File: src/fpss_map.svh
// constants of the flash protect / secured sector host controller
// assumes a 25 MHz mclk and a flash wired to the controller's pins
// Operation
// while reset pin sits at high voltage, protected groups accept program and erase.
// removing high voltage from reset pin restores earlier protection.
// id read: addr_bit9 high voltage, ce oe a6 a1 low; a0 picks maker/part.
// protect verify: a9 high voltage, we a1 high, ce oe a6 a0 low; 01H/00H.
// power-up resets the command machine to array read.
// array changes only after a complete correct command sequence.
// 128-word secured region read at first_sector addresses after enter sequence.
// lock_indicator_bit reads 1 factory-locked, 0 customer-lockable.
// secured mode disables boot sectors until exit sequence or power loss.
// power-up or hardware reset leaves secured mode.
// factory parts hold 8-word serial number at lowest locations; none modifiable.
// once the secured region is protected it can never change.
// host locks region: three-cycle enter, then in-system protect algorithm.
// host writes exit sequence before touching the rest of the array.
// below supply_lockout_threshold all writes are ignored and device held reset.
// pulses shorter than 5ns on ce or we start no write.
// write only with ce and we low and oe high.
// writes held low at power-up give no command on we rising edge.
// address latched on later falling edge of we or ce.
// wrong values or order return device to array read.
// each high-voltage pin condition is a separate qualifier.
// per-group protect flags plus secured lock flag gate program and erase.
`ifndef FPSS_MAP_SVH
`define FPSS_MAP_SVH
`define FPSS_REG_CTRL     4'h0
`define FPSS_REG_ADDR     4'h1
`define FPSS_REG_WDATA    4'h2
`define FPSS_REG_STATUS   4'h3
`define FPSS_REG_RDATA    4'h4
`define FPSS_CLK_MHZ      25
`define FPSS_SETUP_NS     40
`define FPSS_PULSE_NS     60
`define FPSS_READ_NS      100
`define FPSS_SETUP_CYC    ((`FPSS_SETUP_NS*`FPSS_CLK_MHZ+999)/1000)
`define FPSS_PULSE_CYC    ((`FPSS_PULSE_NS*`FPSS_CLK_MHZ+999)/1000)
`define FPSS_READ_CYC     ((`FPSS_READ_NS*`FPSS_CLK_MHZ+999)/1000)
`define FPSS_UNLOCK1_A    22'h000555
`define FPSS_UNLOCK2_A    22'h0002AA
`define FPSS_UNLOCK1_D    16'h00AA
`define FPSS_UNLOCK2_D    16'h0055
`define FPSS_ENTER_D      16'h0088
`define FPSS_AUTOSEL_D    16'h0090
`define FPSS_EXIT_D       16'h0000
`define FPSS_RESET_D      16'h00F0
`define FPSS_ID_ADDR      22'h000000
`define FPSS_VERIFY_ADDR  22'h000002
`define FPSS_SECTOR_LSB   16
`define FPSS_LOCK_BIT     7
`define FPSS_CTRL_GO      0
`define FPSS_CTRL_WRITE   1
`define FPSS_CTRL_TMPUNP  2
`define FPSS_CTRL_HVA9    3
`define FPSS_CTRL_WEHI    4
`define FPSS_CTRL_SEQ     5
`define FPSS_SEQ_ENTER    2'h1
`define FPSS_SEQ_EXIT     2'h2
`define FPSS_SEQ_RESET    2'h3
`endif

File: src/fpss_pkg.sv
// types of the flash protect / secured sector host controller
// assumes fpss_map.svh gives the numbers
package fpss_pkg;
  typedef enum logic [2:0] {FPSS_IDLE, FPSS_SETUP, FPSS_PULSE, FPSS_HOLD,
                            FPSS_READ} fpss_state_t;
  // one flash bus cycle as the sequencer sees it
  typedef struct packed {
    logic        write;
    logic [21:0] addr;
    logic [15:0] data;
  } fpss_cyc_t;
  // pins toward the flash
  typedef struct packed {
    logic        ce_n;
    logic        oe_n;
    logic        we_n;
    logic        rst_n;
    logic        hv_reset;
    logic        hv_a9;
    logic [21:0] addr;
    logic [15:0] dq_out;
    logic        dq_oe_n;
  } fpss_pins_t;
endpackage

File: src/fpss_ctrl.sv
// host controller that drives a parallel flash through its pins
// assumes dq is an external two-way bus resolved by the testbench
`timescale 1ns/1ns
`include "fpss_map.svh"
module fpss_ctrl #(
  parameter int SETUP_CYC = `FPSS_SETUP_CYC,
  parameter int PULSE_CYC = `FPSS_PULSE_CYC,
  parameter int READ_CYC  = `FPSS_READ_CYC
) (
  input  wire logic               mclk,
  input  wire logic               rst_n,
  input  wire logic [3:0]         reg_addr,
  input  wire logic [31:0]        reg_wdata,
  input  wire logic               reg_wr,
  input  wire logic               reg_rd,
  output logic      [31:0]        reg_rdata,
  output fpss_pkg::fpss_pins_t    flash,
  input  wire logic [15:0]        dq_in
);
  initial begin
    if (SETUP_CYC < 1 || PULSE_CYC < 1 || READ_CYC < 1 || READ_CYC > 255 ||
        SETUP_CYC > 255 || PULSE_CYC > 255)
      $error("fpss_ctrl: timing counts must be 1..255");
  end

  fpss_pkg::fpss_state_t st_q, st_d;
  fpss_pkg::fpss_pins_t  pin_q, pin_d;
  fpss_pkg::fpss_cyc_t   cyc_q, cyc_d;
  logic [7:0]  cnt_q, cnt_d;
  logic [1:0]  seq_q, seq_d;      // requested command sequence
  logic [1:0]  step_q, step_d;    // cycle within a sequence
  logic        busy_q, busy_d;
  logic        tmpunp_q, tmpunp_d;
  logic        hva9_q, hva9_d;
  logic        wehi_q, wehi_d;
  logic        secmode_q, secmode_d;
  logic [15:0] rdata_q, rdata_d;
  logic [15:0] dq_s1_q, dq_s2_q;  // pin synchroniser
  logic [31:0] rd_q, rd_d;

  // sequence cycle table: unlock, unlock, command, exit; reset is one cycle
  function automatic fpss_pkg::fpss_cyc_t seq_cycle(input logic [1:0] seq,
                                                    input logic [1:0] step);
    fpss_pkg::fpss_cyc_t c;
    c.write = 1'b1;
    c.addr  = (step == 2'h1) ? `FPSS_UNLOCK2_A : `FPSS_UNLOCK1_A;
    c.data  = (step == 2'h0) ? `FPSS_UNLOCK1_D : `FPSS_UNLOCK2_D;
    if (step == 2'h2)
      c.data = (seq == `FPSS_SEQ_ENTER) ? `FPSS_ENTER_D : `FPSS_AUTOSEL_D;
    if (step == 2'h3) begin
      c.addr = 22'h000000;
      c.data = `FPSS_EXIT_D;
    end
    if (seq == `FPSS_SEQ_RESET)
      c.data = `FPSS_RESET_D; // single cycle abort back to array read
    return c;
  endfunction

  function automatic logic [1:0] seq_last(input logic [1:0] seq);
    return (seq == `FPSS_SEQ_ENTER) ? 2'h2 :
           (seq == `FPSS_SEQ_EXIT) ? 2'h3 : 2'h0;
  endfunction

  // two flops before anything reads the data pins
  always_ff @(posedge mclk or negedge rst_n) begin
    if (!rst_n) begin
      dq_s1_q <= 16'h0000;
      dq_s2_q <= 16'h0000;
    end else begin
      dq_s1_q <= dq_in;
      dq_s2_q <= dq_s1_q;
    end
  end

  // register port and bus-cycle sequencer
  always_comb begin
    st_d      = st_q;
    cyc_d     = cyc_q;
    cnt_d     = cnt_q;
    seq_d     = seq_q;
    step_d    = step_q;
    busy_d    = busy_q;
    tmpunp_d  = tmpunp_q;
    hva9_d    = hva9_q;
    wehi_d    = wehi_q;
    secmode_d = secmode_q;
    rdata_d   = rdata_q;
    rd_d      = 32'h00000000;
    if (reg_wr && !busy_q) begin
      unique case (reg_addr)
        `FPSS_REG_ADDR:  cyc_d.addr = reg_wdata[21:0];
        `FPSS_REG_WDATA: cyc_d.data = reg_wdata[15:0];
        `FPSS_REG_CTRL: begin
          tmpunp_d = reg_wdata[`FPSS_CTRL_TMPUNP]; // see R1 see R2
          hva9_d   = reg_wdata[`FPSS_CTRL_HVA9];
          wehi_d   = reg_wdata[`FPSS_CTRL_WEHI];
          seq_d    = reg_wdata[`FPSS_CTRL_SEQ +: 2];
          if (reg_wdata[`FPSS_CTRL_GO]) begin
            busy_d = 1'b1;
            step_d = 2'h0;
            st_d   = fpss_pkg::FPSS_SETUP;
            cnt_d  = 8'(SETUP_CYC);
            if (reg_wdata[`FPSS_CTRL_SEQ +: 2] != 2'h0)
              cyc_d = seq_cycle(reg_wdata[`FPSS_CTRL_SEQ +: 2], 2'h0); // see R6
            else
              cyc_d.write = reg_wdata[`FPSS_CTRL_WRITE];
          end
        end
        default: ;
      endcase
    end
    if (reg_rd) begin
      unique case (reg_addr)
        `FPSS_REG_ADDR:   rd_d = {10'h000, cyc_q.addr};
        `FPSS_REG_WDATA:  rd_d = {16'h0000, cyc_q.data};
        `FPSS_REG_STATUS: rd_d = {27'h0000000, rdata_q[`FPSS_LOCK_BIT], secmode_q,
                                  hva9_q, tmpunp_q, busy_q};
        `FPSS_REG_RDATA:  rd_d = {16'h0000, rdata_q};
        `FPSS_REG_CTRL:   rd_d = {25'h0000000, seq_q, wehi_q, hva9_q, tmpunp_q,
                                  1'b0, busy_q};
        default:          rd_d = 32'h00000000;
      endcase
    end
    if (cnt_q != 8'h00)
      cnt_d = cnt_q - 8'h01;
    unique case (st_q)
      fpss_pkg::FPSS_IDLE: ;
      fpss_pkg::FPSS_SETUP:
        if (cnt_q <= 8'h01) begin
          st_d  = cyc_q.write ? fpss_pkg::FPSS_PULSE : fpss_pkg::FPSS_READ;
          cnt_d = cyc_q.write ? 8'(PULSE_CYC) : 8'(READ_CYC);
        end
      fpss_pkg::FPSS_PULSE:
        if (cnt_q <= 8'h01) begin // we pulse far above glitch width
          st_d  = fpss_pkg::FPSS_HOLD;
          cnt_d = 8'(SETUP_CYC);
        end
      fpss_pkg::FPSS_READ:
        if (cnt_q <= 8'h01) begin
          rdata_d = dq_s2_q; // see R3 see R4
          st_d    = fpss_pkg::FPSS_HOLD;
          cnt_d   = 8'(SETUP_CYC);
        end
      fpss_pkg::FPSS_HOLD:
        if (cnt_q <= 8'h01) begin
          if (seq_q != 2'h0 && step_q != seq_last(seq_q)) begin
            step_d = step_q + 2'h1; // complete ordered sequence only
            cyc_d  = seq_cycle(seq_q, step_q + 2'h1);
            st_d   = fpss_pkg::FPSS_SETUP;
            cnt_d  = 8'(SETUP_CYC);
          end else begin
            if (seq_q == `FPSS_SEQ_ENTER)
              secmode_d = 1'b1; // see R7
            else if (seq_q == `FPSS_SEQ_EXIT)
              secmode_d = 1'b0; // only exit or a controller reset leaves secured mode, see R14
            busy_d = 1'b0;
            st_d   = fpss_pkg::FPSS_IDLE;
          end
        end
      default: st_d = fpss_pkg::FPSS_IDLE;
    endcase
  end

  // pin values follow the state; writes only as ce=we=low, oe=high
  always_comb begin
    pin_d          = pin_q;
    pin_d.rst_n    = 1'b1;
    pin_d.hv_reset = tmpunp_q;              // see R1
    pin_d.hv_a9    = hva9_q;                // see R3
    pin_d.addr     = cyc_q.addr;            // stable before we falls, set one cycle after cyc_q.addr changes
    pin_d.dq_out   = cyc_q.data;
    pin_d.ce_n     = (st_q == fpss_pkg::FPSS_IDLE);
    pin_d.oe_n     = !(st_q == fpss_pkg::FPSS_READ ||
                       (st_q == fpss_pkg::FPSS_SETUP && !cyc_q.write));
    pin_d.we_n     = !(st_q == fpss_pkg::FPSS_PULSE) &&
                     !(st_q != fpss_pkg::FPSS_IDLE && !cyc_q.write && !wehi_q);
    if (!cyc_q.write)
      pin_d.we_n   = 1'b1;
    pin_d.dq_oe_n  = !(cyc_q.write && st_q != fpss_pkg::FPSS_IDLE);
  end

  // registers only
  always_ff @(posedge mclk or negedge rst_n) begin
    if (!rst_n) begin
      st_q      <= fpss_pkg::FPSS_IDLE;
      cyc_q     <= '0;
      cnt_q     <= 8'h00;
      seq_q     <= 2'h0;
      step_q    <= 2'h0;
      busy_q    <= 1'b0;
      tmpunp_q  <= 1'b0;
      hva9_q    <= 1'b0;
      wehi_q    <= 1'b0;
      secmode_q <= 1'b0;           // flash reset leaves secured mode
      rdata_q   <= 16'h0000;
      rd_q      <= 32'h00000000;
      pin_q     <= {1'b1, 1'b1, 1'b1, 1'b0, 1'b0, 1'b0, 22'h000000, 16'h0000, 1'b1};
    end else begin
      st_q      <= st_d;
      cyc_q     <= cyc_d;
      cnt_q     <= cnt_d;
      seq_q     <= seq_d;
      step_q    <= step_d;
      busy_q    <= busy_d;
      tmpunp_q  <= tmpunp_d;
      hva9_q    <= hva9_d;
      wehi_q    <= wehi_d;
      secmode_q <= secmode_d;
      rdata_q   <= rdata_d;
      rd_q      <= rd_d;
      pin_q     <= pin_d;
    end
  end

  assign reg_rdata = rd_q;
  assign flash     = pin_q;
endmodule

File: config.mk
export PLATFORM = sky130hd
export DESIGN_NAME = fpss_ctrl
export DESIGN_NICKNAME = d
export VERILOG_FILES = /design/src/fpss_pkg.sv /design/src/fpss_ctrl.sv
export VERILOG_INCLUDE_DIRS = /design/src
export SDC_FILE = /design/constraint.sdc
export NUM_CORES = 1
export LEC_CHECK = 0
export ABC_AREA = 1
export BUFFER_PORTS_ARGS = -buffer_cell sky130_fd_sc_hd__buf_4
export CAP_MARGIN = 15
export CORE_MARGIN = 5
export CORE_UTILIZATION = 50
export DETAILED_ROUTE_END_ITERATION = 8
export PLACE_DENSITY_LB_ADDON = 0.08
export SYNTH_ARGS = -nofsm -noshare
export SYNTH_HDL_FRONTEND = slang
export SYNTH_SLANG_ARGS = --single-unit
export TNS_END_PERCENT = 5
File: constraint.sdc
create_clock -name mclk -period 1.73 [get_ports mclk]
set_input_delay 0 -clock mclk [delete_from_list [all_inputs] [get_ports mclk]]
set_output_delay 0 -clock mclk [all_outputs]
set_load 0.03 [all_outputs]
# After elaboration in Yosys (flattened, before gate mapping)
# Index checks and enable logic that the tools add are counted.
dict set report classes {
  reduce_logical 27
  multipliers 0
  n_mux 55
  n_div 0
  n_addsub 2
  shifts 0
  order_cmp 1
  bitwise_logic 1
  eq_ne 16
}
# cell n
set ops {}
lappend ops {{$mux W39} 5}
lappend ops {{$pmux W22 S5} 1}
lappend ops {{$mux W8} 10}
lappend ops {{$pmux W22 S2} 1}
lappend ops {{$mux W38} 1}
lappend ops {{$pmux W16 S2} 1}
lappend ops {{$mux W27} 1}
lappend ops {{$pmux W8 S3} 1}
lappend ops {{$mux W22} 1}
lappend ops {{$mux W3} 7}
lappend ops {{$mux W16} 1}
lappend ops {{$mux W2} 8}
lappend ops {{$mux W1} 13}
lappend ops {{$pmux W3 S4} 1}
lappend ops {{$mux W11} 1}
lappend ops {{$eq A2 B2 Y1 const B} 5}
lappend ops {{$eq A4 B2 Y1 const B} 2}
lappend ops {{$le A8 B1 Y1 const B} 1}
lappend ops {{$reduce_bool A8 Y1} 1}
lappend ops {{$sub A8 B1 Y8 const B} 1}
lappend ops {{$logic_and A1 B1 Y1} 7}
lappend ops {{$logic_not A1 Y1} 7}
lappend ops {{$mux W7} 1}
lappend ops {{$eq A3 B2 Y1 const B} 2}
lappend ops {{other kinds (18)} 22}
dict set report word_totals {
  out_inout_bits 77
  mem_bits_ro 0
  wordCells 127
  register_bits 184
  inputBits 56
  latch_bits 0
  ram_bits 0
  memories 0
}

# Depth between registers and ports, before layout
dict set report logic_depth {
  word_depth 9
  ltp_mapped 10
  mapped_depth_nobuf 10
}

# Worst setup path before layout
# No wires, ideal clock.
dict set report synth_path {
  kind {flip-flop to flip-flop}
  startpoint {reg seq_q[0]}
  endpoint {reg cnt_q[2]}
  setup_ns 0.127
  t_arrival_ns 1.501
  path_buffers 0
  synth_period_minus_slack_ns 1.628
  required_time_ns 1.603
  slack_ns 0.102
  path_stages_with_launch 9
  cell_sequence {dfrtp_1 > inv_1 > ha_1 > xnor2_1 > nand2_1 > nand2_1 > nand2_1 > nor3b_4 > nor2_1}
}
dict set report synth_via {
  elab_chain_cells 8
  elab_cells_between_ends 10
  classes_between {3 x eq/ne; 5 x mux; 2 x reduce/logical}
}
# item line_no
set synth_rtl {}
lappend synth_rtl {{start, declared} fpss_ctrl.sv:30} ;# logic [1:0] seq_q, seq_d;
lappend synth_rtl {{start signal, assigned} fpss_ctrl.sv:202} ;# seq_q <= seq_d;
lappend synth_rtl {{$eq A2 B2 Y1 (no source line)} --}
lappend synth_rtl {{$mux W2} fpss_ctrl.sv:61} ;# (seq == `FPSS_SEQ_EXIT) ? 2'h3 : 2'h0;
lappend synth_rtl {{$mux W2} fpss_ctrl.sv:60} ;# return (seq == `FPSS_SEQ_ENTER) ? 2'h2 :
lappend synth_rtl {{$ne A2 B2 Y1} fpss_ctrl.sv:146} ;# if (seq_q != 2'h0 && step_q != seq_last(seq_q)) begin
lappend synth_rtl {{$logic_and A1 B1 Y1 (*)} fpss_ctrl.sv:146}
lappend synth_rtl {{$mux W8 (*)} fpss_ctrl.sv:146}
lappend synth_rtl {{$mux W8 (*)} fpss_ctrl.sv:145} ;# if (cnt_q <= 8'h01) begin
lappend synth_rtl {{$pmux W8 S3 (*)} fpss_ctrl.sv:126} ;# unique case (st_q)
lappend synth_rtl {{net cnt_d[2]} fpss_ctrl.sv:29} ;# logic [7:0] cnt_q, cnt_d;
lappend synth_rtl {{end signal, assigned} fpss_ctrl.sv:201} ;# cnt_q <= cnt_d;
lappend synth_rtl {{end, declared} fpss_ctrl.sv:29}
# The timed path passes the listed nets; every way through them passes the cells marked *.
# A chain may end at the register's enable or synchronous reset.

==> flow_summary.toml <==
[timing]
fin_crit_ns = 1.67
setup_viol = 0
fmax_ghz = 0.600
hold_viol_final = 0
clock_skew_ns = 0.00614
min_period_over_period_pct = 96.3
hold_ws_ns = 0.0427
slew_headroom_pct = 59.3
maxSlewViolCount = 0
rsz0062_at_grt = "yes"
tightest_slew_ns = 0.610

[critical_path]
crit_end = "cyc_q[5]"
reg2reg_to = "cyc_q[5]"
reg2reg_depth = 10
path_delay_family = "simple AND/OR/NAND/NOR gates"
cpMaxStageDelayCell = "dfrtp_1"
max_stage_delay_ns = 0.42
cp_common_cell = "nand2_1"
cp.required_ns = 2.06
cp.buffers_inverters = 3
crit_chain = "inv_2, ha_2, o21ai_2, nor2_4, buf_4, nand2_1, nor2_1, nand3b_1, nand2_1, inv_1"
worstSetupPathType = "reg -> reg"
crit_path_max_fanout = 3
cp-startpoint = "cnt_q[0]"
arrival_ns = 1.99
endpoint_kind = "flop"
crit_path_start_kind = "flop"
worst-r2r-setup-slack_ns = 0.06
critical_path_depth = 10
worstReg2RegStart = "cnt_q[0]"

[grt]
gr-usage-all-layers_pct = 22.4
grt_pass1_wl_mm = 28.8
antenna_found_initial = 0
gr-total-overflow = 0
grt_max_degree = 76
grt_pass1_vias = 5753

[pwr]
irDropWorstVdd_mv = 0.765
p_int_uw = 6580
leakagePower_uw = 0.00490
seqPwrFrac_pct = 48.9
p_comb_share_pct = 4.9
finalPower_uw = 8460
powerDensity_mw_per_mm2 = 901
power_frac_clock_pct = 46.2
switching_share_pct = 22.1
p_sw_uw = 1870

[cts]
cts_tree = "built"
clockBufferDepth = 2
clk_pin_slew_ns = 0.07
h-tree-depth = 4
cts_root_buf = "clkbuf_16"
numCtsBuffers = 17
cts_sinks = 174
clkLatencyLatePin_ns = 0.43

[drt]
drt_iter0_drc = 396
num_vias = 5688
dr.pass1.iters = 5
finalWirelength_mm = 17.8
ant_nets = 0
drc = 0
wl_per_cell_um = 15.9
viasPerCell = 5.08

[layout]
finalNonFillerCells = 1120
diodes = 0
nNetsFinal = 995
synthToLayoutAreaGrowth_pct = 32.4
layout_commonest_cell = "nand2_1"
layout_common_cells = "nand2_1, dfrtp_1, buf_4"
drive_gt1_share_pct = 23.5

[flow_run]
maxCapViolCount = 0

[placement]
portBuffers = 112
dpl.cell_count = 1043
place_hpwl_mm = 12.5
gp_congestion = 0.903

[die]
initial_core_util_pct = 51.1
die_h_um = 129
rows = 43
core_area_mm2 = 0.0139
io_pins = 133
die_w_um = 129
die-area_mm2 = 0.0167

[logic_synthesis]
synth-edff-count = 0
synth_warnings = 0
ys_async_sr_fraction_pct = 100
synth_area_mm2 = 0.00709
ys_seq_area_share_pct = 61.5
yosys_most_used_dff = "dfrtp_1"
syn_avg_cell_area_um2 = 9.52
synth.distinct_cells = 41
ys_seq_elements = 174
netlist_instances = 745

[worst_hold_path]
worstHoldPathType = "in -> async"

[status]
outcome = "finished clean"
## kinds of logic after synthesis
group	count (synthesis)	synth area share (%)
AOI/OAI and AO/OA	78	6.53
xor gates and xnor gates	7	0.864
DFF	174	61.5
adders and majority gates	12	2.12
buffers and inverters	124	7.46
other	2	0.106
and+or+nand+nor	347	21.3
muxes	1	0.159
## layout make-up
cell class / instances / area, um2
clock buffers: 21 / 480
clock inverters: 11 / 128
fillers: 1113 / 4490
inverters: 96 / 360
multi-input cells: 456 / 2300
flip-flops and latches: 174 / 4360
well taps: 180 / 225
repair buffers: 182 / 1540
## sequential cells by signal (all words and copies together), names as in the netlist
signal and cells:
st_q 3, secmode_q 1, tmpunp_q 1, cnt_q 8, dq_s1_q 16, seq_q 2, dq_s2_q 16, cyc_q 39
reg_rdata 22, busy_q 1, flash 45, step_q 2, rdata_q 16, hva9_q 1, wehi_q 1
## power groups by stage
| stage | Sequential [uW] | Clock [uW] | Combinational, uW |
|---|---|---|---|
| 5_1_grt | 4130 | 4140 | 463 |
| 6_report | 4130 | 3910 | 417 |
| 4_1_cts | 4130 | 3970 | 421 |
| 3_5_place_dp | 4210 | 0 | 342 |
| 2_1_floorplan | 4220 | 0 | 107 |
| 3_3_place_gp | 4210 | 0 | 339 |
## timing repair
| item | 4_1_cts | 5_1_grt |
|---|---|---|
| pin swaps | 2 | 2 |
| buffers inserted | 2 | 1 |
| hold buffers | 42 | 0 |
| hold endpoints to repair | 235 | 0 |
| resized for setup | 3 | 21 |
| endpoints found under the setup margin | 27 | 58 |
## metal layers
layer  track usage (%)  vias up  share of wire [%]
li1                  -     2703                  -
met4              8.46        0                2.4
met5                 0        -                  0
met3              4.70       36                6.2
met2              37.3      188                 50
met1              29.0     2761                 42
## synth_stat cells, types with 4 or more instances
cell      instances  area, um2
a22oi_1          12       90.1
nand4_1           6       37.5
o211ai_1          4       30.0
nand2_1         185        694
nor2_4            4       45.0
a21oi_1           8       40.0
nor2_1           75        282
buf_4            13       97.6
buf_2            11       55.1
dfstp_2           4        105
o21ai_0          41        205
inv_2             7       26.3
ha_1             12        150
nand3_1          61        305
dfrtp_1         170       4250
xnor2_1           5       43.8
inv_1            89        334
## stage by stage
stage / area [um2] / setup slack, ns / TNS [ns] / utilization, %
detailed placement: 8270 / -0.101 / -0.641 / 59.5
CTS: 9320 / 0.0171 / 0 / 67.1
global route: 9390 / -0.00992 / -0.00992 / 67.6
floorplan: 7130 / 0.102 / 0 / -
global placement: 8270 / 0.0196 / 0 / 59.5
finish: 9390 / 0.0643 / 0 / 67.6
## worst register-to-register path, stage by stage (launching register included)
cell and delay (ns):
dfrtp_1 0.42, inv_2 0.09, ha_2 0.19, o21ai_2 0.08, nor2_4 0.17, buf_4 0.14, nand2_1 0.06, nor2_1 0.20
nand3b_1 0.10, nand2_1 0.07, inv_1 0.04
## worst min-delay path by stage
stage,cells past startpoint,endpoint,from
floorplan,0,busy_q,rst_n
global placement,1,dq_s2_q[14],rst_n
detailed placement,1,dq_s2_q[14],rst_n
CTS,2,dq_s2_q[14],rst_n
global route,2,dq_s2_q[14],rst_n
finish,2,dq_s2_q[14],rst_n
No activity file was read; power rests on OpenSTA's default activity.
